[src/hw/crf_pkg.sv]
// Purpose: shared constants for the cpu register file and unlock block
// Assumes: 8-bit i/o bus, 5-bit working register index
// Notes: offsets are i/o addresses within the cpu register window
package crf_pkg;
  localparam int unsigned NUM_REGS = 32;
  localparam logic [4:0] UPPER_BASE = 5'h10; // first immediate-capable register
  localparam logic [4:0] PTR0_LO = 5'h1A; // pointer pair 0 low byte
  localparam logic [4:0] PTR1_LO = 5'h1C; // pointer pair 1 low byte
  localparam logic [4:0] PTR2_LO = 5'h1E; // pointer pair 2 low byte
  localparam logic [7:0] OFS_UNLOCK_KEY = 8'h04;
  localparam logic [7:0] OFS_STACK_LO = 8'h0D;
  localparam logic [7:0] OFS_STACK_HI = 8'h0E;
  localparam logic [7:0] OFS_STATUS = 8'h0F;
  localparam logic [7:0] KEY_PROT_IO = 8'hD8;
  localparam logic [7:0] KEY_SELF_PROG = 8'h9D;
  localparam int unsigned BIT_PROT_IO = 0;
  localparam int unsigned BIT_SELF_PROG = 1;
  localparam logic [2:0] UNLOCK_INSNS = 3'h4; // window length in instructions
  localparam logic [7:0] RST_BYTE = 8'h00;
  localparam logic [15:0] RST_STACK = 16'hFFFF; // top of data memory default
  localparam logic [1:0] PTR_FIXED = 2'h0;
  localparam logic [1:0] PTR_POSTINC = 2'h1;
  localparam logic [1:0] PTR_PREDEC = 2'h2;
  typedef enum logic [2:0] {
    CRF_IDLE = 3'b001,
    CRF_PROT_IO = 3'b010,
    CRF_SELF_PROG = 3'b100
  } crf_unlock_t;
endpackage

[src/hw/crf_gpr_bank.sv]
// Purpose: 32 x 8 working register file with three pointer pairs
// Assumes: byte write port plus pointer pair write port, two combinational read ports
// Notes: pointer pair write has priority over byte write on same register
`timescale 1ns/1ps
`default_nettype none
module crf_gpr_bank (
  input wire logic ref_clk_i, // cpu clock
  input wire logic arst_n_i, // async reset, active low
  input wire logic [4:0] rd_a_idx_i, // read port a index
  input wire logic [4:0] rd_b_idx_i, // read port b index
  output logic [7:0] rd_a_data_o, // read port a data
  output logic [7:0] rd_b_data_o, // read port b data
  input wire logic wr_en_i, // byte write strobe
  input wire logic [4:0] wr_idx_i, // byte write index
  input wire logic [7:0] wr_data_i, // byte write data
  input wire logic ptr_wr_en_i, // pointer pair write strobe
  input wire logic [1:0] ptr_sel_i, // pointer pair select
  input wire logic [15:0] ptr_wr_data_i, // pointer pair write value
  output logic [15:0] ptr0_o, // pointer pair 0 value
  output logic [15:0] ptr1_o, // pointer pair 1 value
  output logic [15:0] ptr2_o // pointer pair 2 value
);
  localparam int unsigned NUM_REGS = crf_pkg::NUM_REGS;
  typedef struct packed {
    logic [NUM_REGS-1:0][7:0] r;
  } crf_gpr_state_t;
  crf_gpr_state_t s_q, s_d;
  logic [4:0] plo;

  // pointer pair low index
  always_comb begin
    plo = crf_pkg::PTR0_LO;
    if (ptr_sel_i == 2'h1) begin
      plo = crf_pkg::PTR1_LO;
    end else if (ptr_sel_i == 2'h2) begin
      plo = crf_pkg::PTR2_LO;
    end
  end

  // next state: single-cycle byte or pair write
  always_comb begin
    s_d = s_q;
    if (wr_en_i) begin
      s_d.r[wr_idx_i] = wr_data_i; // [RULE_02]
    end
    if (ptr_wr_en_i) begin
      s_d.r[plo] = ptr_wr_data_i[7:0]; // [RULE_06]
      s_d.r[plo + 5'h01] = ptr_wr_data_i[15:8]; // [RULE_06]
    end
  end

  always_ff @(posedge ref_clk_i or negedge arst_n_i) begin
    if (!arst_n_i) begin
      s_q <= '0;
    end else begin
      s_q <= s_d;
    end
  end

  // reads and pointer views, low address is lsb
  assign rd_a_data_o = s_q.r[rd_a_idx_i]; // [RULE_02]
  assign rd_b_data_o = s_q.r[rd_b_idx_i];
  assign ptr0_o = {s_q.r[crf_pkg::PTR0_LO + 5'h01], s_q.r[crf_pkg::PTR0_LO]}; // [RULE_04]
  assign ptr1_o = {s_q.r[crf_pkg::PTR1_LO + 5'h01], s_q.r[crf_pkg::PTR1_LO]}; // [RULE_04]
  assign ptr2_o = {s_q.r[crf_pkg::PTR2_LO + 5'h01], s_q.r[crf_pkg::PTR2_LO]}; // [RULE_04]
endmodule
`default_nettype wire

[src/hw/crf_wide_stage.sv]
// Purpose: staging latches for 16/24-bit peripheral registers on an 8-bit bus
// Assumes: byte_sel 0 = lsb, 1 = middle (msb of a 16-bit value), 2 = msb; top marks the msb of the value
// Notes: one shared latch pair for all wide registers
`timescale 1ns/1ps
`default_nettype none
module crf_wide_stage (
  input wire logic ref_clk_i, // cpu clock
  input wire logic arst_n_i, // async reset, active low
  input wire logic wr_i, // peripheral write strobe to a wide register
  input wire logic rd_i, // peripheral read strobe of a wide register
  input wire logic [1:0] byte_sel_i, // byte within the wide register
  input wire logic is_wide24_i, // register is 24 bits
  input wire logic [7:0] wdata_i, // bus write data
  input wire logic [23:0] live_i, // current peripheral register value
  output logic [7:0] rdata_o, // bus read data
  output logic commit_o, // pulse: write full value this cycle
  output logic [23:0] commit_data_o // value to write on commit
);
  typedef struct packed {
    logic [7:0] t0;
    logic [7:0] t1;
  } crf_stage_state_t;
  crf_stage_state_t s_q, s_d;
  logic top;

  assign top = is_wide24_i ? (byte_sel_i == 2'h2) : (byte_sel_i == 2'h1);

  // latch updates on lower-byte writes and lsb reads
  always_comb begin
    s_d = s_q;
    if (wr_i && !top) begin
      if (byte_sel_i == 2'h0) begin
        s_d.t0 = wdata_i; // [RULE_09]
      end else begin
        s_d.t1 = wdata_i; // [RULE_15]
      end
    end
    if (rd_i && byte_sel_i == 2'h0) begin
      s_d.t0 = live_i[15:8]; // [RULE_11]
      s_d.t1 = live_i[23:16]; // [RULE_15]
    end
  end

  always_ff @(posedge ref_clk_i or negedge arst_n_i) begin
    if (!arst_n_i) begin
      s_q <= '0;
    end else begin
      s_q <= s_d;
    end
  end

  // reads of upper bytes come from the latches
  always_comb begin
    rdata_o = live_i[7:0];
    if (byte_sel_i == 2'h1) begin
      rdata_o = s_q.t0; // [RULE_12]
    end else if (byte_sel_i == 2'h2) begin
      rdata_o = s_q.t1; // [RULE_15]
    end
  end

  assign commit_o = wr_i && top; // [RULE_10]
  assign commit_data_o = is_wide24_i ? {wdata_i, s_q.t1, s_q.t0}
                                     : {8'h00, wdata_i, s_q.t0}; // [RULE_10] [RULE_15]
  // [RULE_08] every wide register goes through this latch
endmodule
`default_nettype wire

[src/hw/crf_top.sv]
// Purpose: cpu working registers, wide-register staging and config unlock
// Assumes: core gives decoded strobes, one insn_done pulse per instruction
// Notes: own i/o registers at unlock key, stack pointer and status offsets
//
// Functional notes
// RULE_01: thirty-two 8-bit working registers, separate space
// RULE_02: register access completes in one cycle
// RULE_03: immediate instructions use registers 16 to 31
// RULE_04: registers 26 to 31 form three pointers
// RULE_05: highest pair also addresses program memory
// RULE_06: lower register holds pointer low byte
// RULE_07: pointers support displacement, increment and decrement
// RULE_08: wide registers go through byte staging latch
// RULE_09: low byte write loads latch only
// RULE_10: high byte write commits latch and byte
// RULE_11: low byte read captures high byte
// RULE_12: high byte read returns latch contents
// RULE_13: software accesses low byte before high
// RULE_14: software guards latch against interrupts
// RULE_15: 24-bit registers use two latches
// RULE_16: protected changes need prior valid key
// RULE_17: protected write within four instructions of key
// RULE_18: software sets enable bit with data
// RULE_19: io unlock ends on writes, memory access, sleep
// RULE_20: self-program unlock ends on memory access, sleep
// RULE_21: interrupts held pending while unlock active
// RULE_22: key values select protected or self-program mode
// RULE_23: key reads mode bits, upper bits zero
// RULE_24: instruction counter closes the window
`timescale 1ns/1ps
`default_nettype none
module crf_top (
  input wire logic ref_clk_i, // cpu clock, 10 MHz
  input wire logic arst_n_i, // async reset, active low
  // working register ports
  input wire logic [4:0] rs_idx_i, // source operand index
  input wire logic [4:0] rd_idx_i, // destination operand index
  output logic [7:0] rs_data_o, // source operand value
  output logic [7:0] rd_data_o, // destination operand value
  input wire logic gpr_we_i, // write result to destination
  input wire logic imm_op_i, // instruction has constant operand
  input wire logic [3:0] imm_reg_i, // 4-bit register field of immediate insn
  input wire logic [7:0] gpr_wdata_i, // result byte
  // pointer ports
  input wire logic ptr_use_i, // load/store through a pointer
  input wire logic [1:0] ptr_sel_i, // pointer pair select
  input wire logic [1:0] ptr_mode_i, // fixed, post-increment, pre-decrement
  input wire logic [5:0] ptr_disp_i, // fixed displacement
  output logic [15:0] ptr_addr_o, // effective data address
  output logic [15:0] prog_ptr_o, // program memory pointer
  // i/o bus to cpu registers
  input wire logic io_we_i, // i/o write strobe
  input wire logic io_re_i, // i/o read strobe
  input wire logic [7:0] io_addr_i, // i/o offset
  input wire logic [7:0] io_wdata_i, // i/o write data
  output logic [7:0] io_rdata_o, // i/o read data
  // wide peripheral register access
  input wire logic wide_we_i, // write to a wide peripheral byte
  input wire logic wide_re_i, // read of a wide peripheral byte
  input wire logic [1:0] wide_byte_i, // byte within wide register
  input wire logic wide24_i, // register is 24 bits
  input wire logic [23:0] wide_live_i, // live peripheral value
  output logic [7:0] wide_rdata_o, // byte returned to cpu
  output logic wide_commit_o, // commit strobe to peripheral
  output logic [23:0] wide_commit_data_o, // committed value
  // unlock related
  input wire logic insn_done_i, // pulse per executed instruction
  input wire logic data_wr_i, // any cpu write to i/o or data memory
  input wire logic nvm_acc_i, // load/store to flash, nvm ctrl or eeprom
  input wire logic sleep_i, // sleep instruction executed
  input wire logic prot_wr_i, // write request to a protected register
  input wire logic nvm_cmd_wr_i, // write request to nvm command register
  output logic prot_wr_ok_o, // protected write allowed
  output logic nvm_cmd_ok_o, // nvm command write allowed
  output logic irq_hold_o, // interrupts held pending
  output logic [7:0] status_o, // cpu status flags
  output logic [15:0] stack_o // stack pointer
);
  typedef struct packed {
    crf_pkg::crf_unlock_t mode;
    logic [2:0] cnt;
    logic [7:0] sp_tmp;
    logic [15:0] sp;
    logic [7:0] cpu_status_flags;
  } crf_top_state_t;
  crf_top_state_t s_q, s_d;

  // ----------------------------------------------------------------
  // working registers
  // ----------------------------------------------------------------
  logic [4:0] dst_idx;
  logic [15:0] ptr0, ptr1, ptr2, ptr_base, ptr_new;
  logic ptr_upd;

  // immediate forms reach only the upper half
  assign dst_idx = imm_op_i ? (crf_pkg::UPPER_BASE | {1'b0, imm_reg_i}) : rd_idx_i; // [RULE_03]

  // pointer select and address arithmetic
  always_comb begin
    ptr_base = ptr0;
    if (ptr_sel_i == 2'h1) begin
      ptr_base = ptr1;
    end else if (ptr_sel_i == 2'h2) begin
      ptr_base = ptr2;
    end
    ptr_addr_o = ptr_base + {10'h000, ptr_disp_i}; // [RULE_07]
    ptr_new = ptr_base;
    ptr_upd = 1'b0;
    if (ptr_use_i && ptr_mode_i == crf_pkg::PTR_POSTINC) begin
      ptr_new = ptr_base + 16'h0001; // [RULE_07]
      ptr_upd = 1'b1;
    end else if (ptr_use_i && ptr_mode_i == crf_pkg::PTR_PREDEC) begin
      ptr_new = ptr_base - 16'h0001; // [RULE_07]
      ptr_addr_o = ptr_new;
      ptr_upd = 1'b1;
    end
  end

  assign prog_ptr_o = ptr2; // [RULE_05]

  // thirty-two working registers outside data space
  crf_gpr_bank u_bank ( // [RULE_01]
    .ref_clk_i(ref_clk_i),
    .arst_n_i(arst_n_i),
    .rd_a_idx_i(rs_idx_i),
    .rd_b_idx_i(dst_idx),
    .rd_a_data_o(rs_data_o),
    .rd_b_data_o(rd_data_o),
    .wr_en_i(gpr_we_i),
    .wr_idx_i(dst_idx),
    .wr_data_i(gpr_wdata_i),
    .ptr_wr_en_i(ptr_upd),
    .ptr_sel_i(ptr_sel_i),
    .ptr_wr_data_i(ptr_new),
    .ptr0_o(ptr0),
    .ptr1_o(ptr1),
    .ptr2_o(ptr2)
  );

  // ----------------------------------------------------------------
  // wide register staging
  // ----------------------------------------------------------------
  // software orders low before high; latch gives coherence
  crf_wide_stage u_stage ( // [RULE_08] [RULE_13]
    .ref_clk_i(ref_clk_i),
    .arst_n_i(arst_n_i),
    .wr_i(wide_we_i),
    .rd_i(wide_re_i),
    .byte_sel_i(wide_byte_i),
    .is_wide24_i(wide24_i),
    .wdata_i(io_wdata_i),
    .live_i(wide_live_i),
    .rdata_o(wide_rdata_o),
    .commit_o(wide_commit_o),
    .commit_data_o(wide_commit_data_o)
  );

  // ----------------------------------------------------------------
  // unlock control
  // ----------------------------------------------------------------
  logic key_wr, open_io, open_spm, end_io, end_spm, win_over;
  logic io_active, spm_active;

  assign io_active = (s_q.mode == crf_pkg::CRF_PROT_IO);
  assign spm_active = (s_q.mode == crf_pkg::CRF_SELF_PROG);
  assign key_wr = io_we_i && io_addr_i == crf_pkg::OFS_UNLOCK_KEY;
  assign open_io = key_wr && io_wdata_i == crf_pkg::KEY_PROT_IO; // [RULE_22]
  assign open_spm = key_wr && io_wdata_i == crf_pkg::KEY_SELF_PROG; // [RULE_22]
  // window ends when the fourth instruction completes
  assign win_over = insn_done_i && s_q.cnt == crf_pkg::UNLOCK_INSNS - 3'h1; // [RULE_24]
  assign end_io = data_wr_i || nvm_acc_i || sleep_i; // [RULE_19]
  assign end_spm = nvm_acc_i || sleep_i; // [RULE_20]

  // grants, checked against the current open window
  assign prot_wr_ok_o = prot_wr_i && io_active; // [RULE_16] [RULE_17]
  assign nvm_cmd_ok_o = nvm_cmd_wr_i && spm_active; // [RULE_16] [RULE_20]
  assign irq_hold_o = !(s_q.mode == crf_pkg::CRF_IDLE); // [RULE_21]

  // next state for unlock and own i/o registers
  always_comb begin
    s_d = s_q;
    unique case (s_q.mode)
      crf_pkg::CRF_IDLE: begin
        s_d.cnt = 3'h0;
      end
      crf_pkg::CRF_PROT_IO: begin
        if (end_io || win_over) begin
          s_d.mode = crf_pkg::CRF_IDLE; // [RULE_19] [RULE_24]
        end
        if (insn_done_i) begin
          s_d.cnt = s_q.cnt + 3'h1; // [RULE_17]
        end
      end
      crf_pkg::CRF_SELF_PROG: begin
        if (end_spm || win_over) begin
          s_d.mode = crf_pkg::CRF_IDLE; // [RULE_20] [RULE_24]
        end
        if (insn_done_i) begin
          s_d.cnt = s_q.cnt + 3'h1; // [RULE_20]
        end
      end
      default: begin
        s_d.mode = crf_pkg::CRF_IDLE;
      end
    endcase
    // a fresh key restarts the window
    if (open_io) begin
      s_d.mode = crf_pkg::CRF_PROT_IO; // [RULE_22]
      s_d.cnt = 3'h0;
    end else if (open_spm) begin
      s_d.mode = crf_pkg::CRF_SELF_PROG; // [RULE_22]
      s_d.cnt = 3'h0;
    end
    // stack pointer: low write staged, high write commits
    if (io_we_i && io_addr_i == crf_pkg::OFS_STACK_LO) begin
      s_d.sp_tmp = io_wdata_i; // [RULE_09]
    end
    if (io_we_i && io_addr_i == crf_pkg::OFS_STACK_HI) begin
      s_d.sp = {io_wdata_i, s_q.sp_tmp}; // [RULE_10]
    end
    if (io_re_i && io_addr_i == crf_pkg::OFS_STACK_LO) begin
      s_d.sp_tmp = s_q.sp[15:8]; // [RULE_11]
    end
    if (io_we_i && io_addr_i == crf_pkg::OFS_STATUS) begin
      s_d.cpu_status_flags = io_wdata_i;
    end
  end

  always_ff @(posedge ref_clk_i or negedge arst_n_i) begin
    if (!arst_n_i) begin
      s_q.mode <= crf_pkg::CRF_IDLE;
      s_q.cnt <= 3'h0;
      s_q.sp_tmp <= crf_pkg::RST_BYTE;
      s_q.sp <= crf_pkg::RST_STACK;
      s_q.cpu_status_flags <= crf_pkg::RST_BYTE;
    end else begin
      s_q <= s_d;
    end
  end

  // i/o read mux
  always_comb begin
    io_rdata_o = 8'h00;
    unique case (io_addr_i)
      crf_pkg::OFS_UNLOCK_KEY: begin
        io_rdata_o = 8'h00; // [RULE_23]
        io_rdata_o[crf_pkg::BIT_PROT_IO] = io_active; // [RULE_23]
        io_rdata_o[crf_pkg::BIT_SELF_PROG] = spm_active; // [RULE_23]
      end
      crf_pkg::OFS_STACK_LO: io_rdata_o = s_q.sp[7:0];
      crf_pkg::OFS_STACK_HI: io_rdata_o = s_q.sp_tmp; // [RULE_12]
      crf_pkg::OFS_STATUS: io_rdata_o = s_q.cpu_status_flags;
      default: io_rdata_o = 8'h00;
    endcase
  end

  assign status_o = s_q.cpu_status_flags;
  assign stack_o = s_q.sp;
endmodule
`default_nettype wire

[config.mk]
export PLATFORM = sky130hd
export DESIGN_NAME = crf_top
export DESIGN_NICKNAME = d
export VERILOG_FILES = /design/src/hw/crf_pkg.sv /design/src/hw/crf_gpr_bank.sv /design/src/hw/crf_wide_stage.sv /design/src/hw/crf_top.sv
export SDC_FILE = /design/constraint.sdc
export NUM_CORES = 1
export LEC_CHECK = 0
export BUFFER_PORTS_ARGS = -buffer_cell sky130_fd_sc_hd__buf_2
export CAP_MARGIN = 5
export CORE_ASPECT_RATIO = 1.4
export CORE_MARGIN = 2
export CORE_UTILIZATION = 31
export CTS_CLUSTER_DIAMETER = 40
export CTS_CLUSTER_SIZE = 16
export DETAILED_ROUTE_END_ITERATION = 8
export PLACE_DENSITY = 0.59
export SLEW_MARGIN = 0
export SYNTH_ARGS = -nofsm -noshare
export SYNTH_HDL_FRONTEND = slang
export SYNTH_SLANG_ARGS = --single-unit
[constraint.sdc]
create_clock -name ref_clk_i -period 5.1 [get_ports ref_clk_i]
set_input_delay 1.02 -clock ref_clk_i [delete_from_list [all_inputs] [get_ports ref_clk_i]]
set_output_delay 1.02 -clock ref_clk_i [all_outputs]
set_load 0.01 [all_outputs]
==> impl_metrics.py <==
metrics = {
    "outcome": {
        "outcome": "completed",
    },
    "die": {
        "num_rows": 108,
        "io_pins": 206,
        "die_w_um": 215.9,
        "die_h_um": 300.7,
        "start_util_pct": 31.35,
        "die_area_um2": 64920,
        "core_area_um2": 62160,
    },
    "setup_path": {
        "regToRegEndpoint": "u_bank.ptr2_o[10]",
        "r2r_start": "u_bank.ptr2_o[1]",
        "crit_path_max_fanout": 6,
        "worst-setup-path-type": "primary input to output pin",
        "endpoint_kind": "output pin",
        "rr_worst_depth": 9,
        "worstSetupEndpoint": "ptr_addr_o[14]",
        "cp_data_arrival_time_ns": 3.89,
        "required_ns": 4.08,
        "r2r_setup_slack_ns": 1.72,
        "cp-start-kind": "primary input",
        "cp-startpoint": "ptr_sel_i[0]",
    },
    "logic_synthesis": {
        "synthCells": 1617,
        "synth_area_um2": 19490,
        "yosysWarnings": 0,
        "ys_seq_area_share_pct": 39.91,
        "syn_area_per_cell_um2": 12.05,
        "synth.ff_latch_count": 310,
        "synth_edf_count": 0,
        "ys.flop_type": "dfrtp_1",
        "async_flop_share_pct": 100.0,
        "ys_types": 68,
        "synth_nets": 1721,
    },
    "clocking": {
        "tritoncts": "built",
        "cts_setup_buffers": 0,
        "cts_buffers": 49,
        "clk_latency_ns": 0.60,
        "cts_root_buffer": "clkbuf_16",
        "h-tree-depth": 2,
        "ctsHoldBuffers": 0,
        "cts_sinks": 310,
        "cts.path.max_buffers": 3,
        "clk_pin_slew_ns": 0.06,
    },
    "grt": {
        "gr-total-overflow": 0,
        "grt_pass1_vias": 15130,
        "antenna_found_initial": 2,
        "grt_max_degree": 107,
        "grt_util_all_layers_pct": 18.90,
        "grt_first_pass_wirelength_um": 94600,
    },
    "routing": {
        "drc": 0,
        "routed_via_density": 5.581,
        "first_pass_iters": 5,
        "ant_nets": 0,
        "routed_wl_um": 61700,
        "vias": 14720,
        "drt_iter0_markers": 1228,
        "wl_per_cell_um": 23.40,
    },
    "finish": {
        "finalNonFillerCells": 2637,
        "final_common_cell": "dfrtp_1",
        "area_delta_synth_final_pct": 18.66,
        "drive_gt1_share_pct": 45.81,
        "fill_cells": 5992,
        "nets": 1876,
        "diodes": 0,
        "final_cell_mix": "dfrtp_1, mux2_2, buf_2, nand2_1, mux4_2",
    },
    "sta": {
        "period_share_pct": 96.26,
        "min_period_ns": 4.909,
        "setup_viol": 0,
        "fmax_mhz": 203.7,
        "slew_headroom_pct": 22.87,
        "skew_ns": 0.02181,
        "worstMarginPinSlew_ns": 1.154,
        "setup_tns_ns": 0,
        "rsz0062_at_grt": "no",
        "drv_slew": 0,
        "hold_viol_final": 0,
    },
    "power_and_ir_drop": {
        "power_density_nw_per_um2": 440.9,
        "peakVddDrop_mv": 0.2832,
        "p_leak_uw": 0.01013,
    },
    "run": {
        "max-cap-violations": 0,
    },
    "placement": {
        "port-buffer-count": 205,
        "dp.cells": 2546,
        "dp_hpwl_um": 44870,
        "globalplace.congestion": 0.9593,
    },
    "hold_path": {
        "hp-class": "primary input to asynchronous set/reset pin",
    },
}
-- critical path, stage by stage --
cell and delay (ns):
buf_2 0.11, inv_1 0.08, ha_2 0.29, mux2i_1 0.23, o21a_1 0.15, inv_1 0.06, ha_1 0.21, fa_1 0.44
a21o_1 0.18, a21oi_1 0.23, o21bai_1 0.12, a21oi_2 0.20, buf_4 0.16, o32ai_1 0.10, xnor2_1 0.17, buf_2 0.15
-- power breakdown --
part	total, uW	internal, uW	leakage, uW	switching, uW
combinational	3130	1570	0.00531	1560
sequential	3520	2970	0.00398	543
clock	3550	2250	0.000839	1300
-- area by class of cell --
class                           count  area, um^2  share of cell area (%)
Multi-Input combinational cell   1123       10850                   46.93
Sequential cell                   310        7779                   33.63
Timing Repair Buffer              272        1657                   7.163
Clock buffer                       61        1341                   5.800
Tap cell                          825        1032                   4.463
Clock inverter                     30       402.9                   1.742
Inverter                           16       62.56                  0.2705
-- cells in the mapped netlist (all sizes together), types with 15 or more instances --
library cell  number  share of area, %
nand3             20              0.51
xnor2             27               1.2
mux2i             65               3.4
mux2             288                17
o21ai             92               2.4
dfstp             17               2.3
nand2            149               2.9
and2              20              0.64
buf               83               2.8
clkbuf            85               1.6
inv               16              0.32
mux4             144                17
nand4             19              0.61
o21a              16              0.62
o22ai             15              0.48
nor2              48              0.92
dfrtp            293                38
a22oi             49               1.9
nor3              20              0.54
a21oi             31              0.80
-- how the worst min path moves through the flow --
stage,slack (ns),end,from
3_5_place_dp,0.50,s_q[27],s_q[27]
5_1_grt,0.54,register,register
3_3_place_gp,0.49,s_q[27],s_q[27]
4_1_cts,0.52,status_o[1],arst_n_i
2_1_floorplan,0.46,s_q[26],s_q[26]
6_report,0.51,u_stage.s_q[4],arst_n_i
-- repair_timing --
item | 4_1_cts | 5_1_grt
endpoints found under the hold margin | 0 | 0
setup endpoints to repair | 0 | 7
resized for setup | 0 | 3
-- kinds of logic (layout without fill, tap and decap cells) --
family,count (synthesis),in the layout,share of synthesized area (%)
mux,497,497,36.74
simple gates,332,332,8.166
flops,310,310,39.91
compound gates,249,249,8.108
buf+inv,184,379,4.744
xor+xnor,31,31,1.393
fa+ha+maj,14,14,0.9373
-- through the flow --
step           total power (uW)  hold WS [ns]  area [um^2]  setup WS (ns)  util, %
6_report                  10200        0.5128        23130         0.1905    37.21
5_1_grt                   10660        0.5381        23130     0.00004308    37.21
4_1_cts                   10230        0.5150        23120        0.03535    37.19
3_5_place_dp               6639        0.5022        21370        0.05076    34.39
3_3_place_gp               6572        0.4930        21370         0.1420    34.39
2_1_floorplan              5481        0.4621        19490         0.2668        -
-- metal layers --
metal / GRT usage [%] / routed length (um) / up-vias
li1: - / - / 6414
met3: 3.111 / 3775 / 159
met4: 8.790 / 3038 / 2
met1: 23.08 / 23950 / 7470
met2: 32.67 / 30930 / 672
met5: 0 / 7 / -
Note: power is estimated with default switching activity, not from simulation.
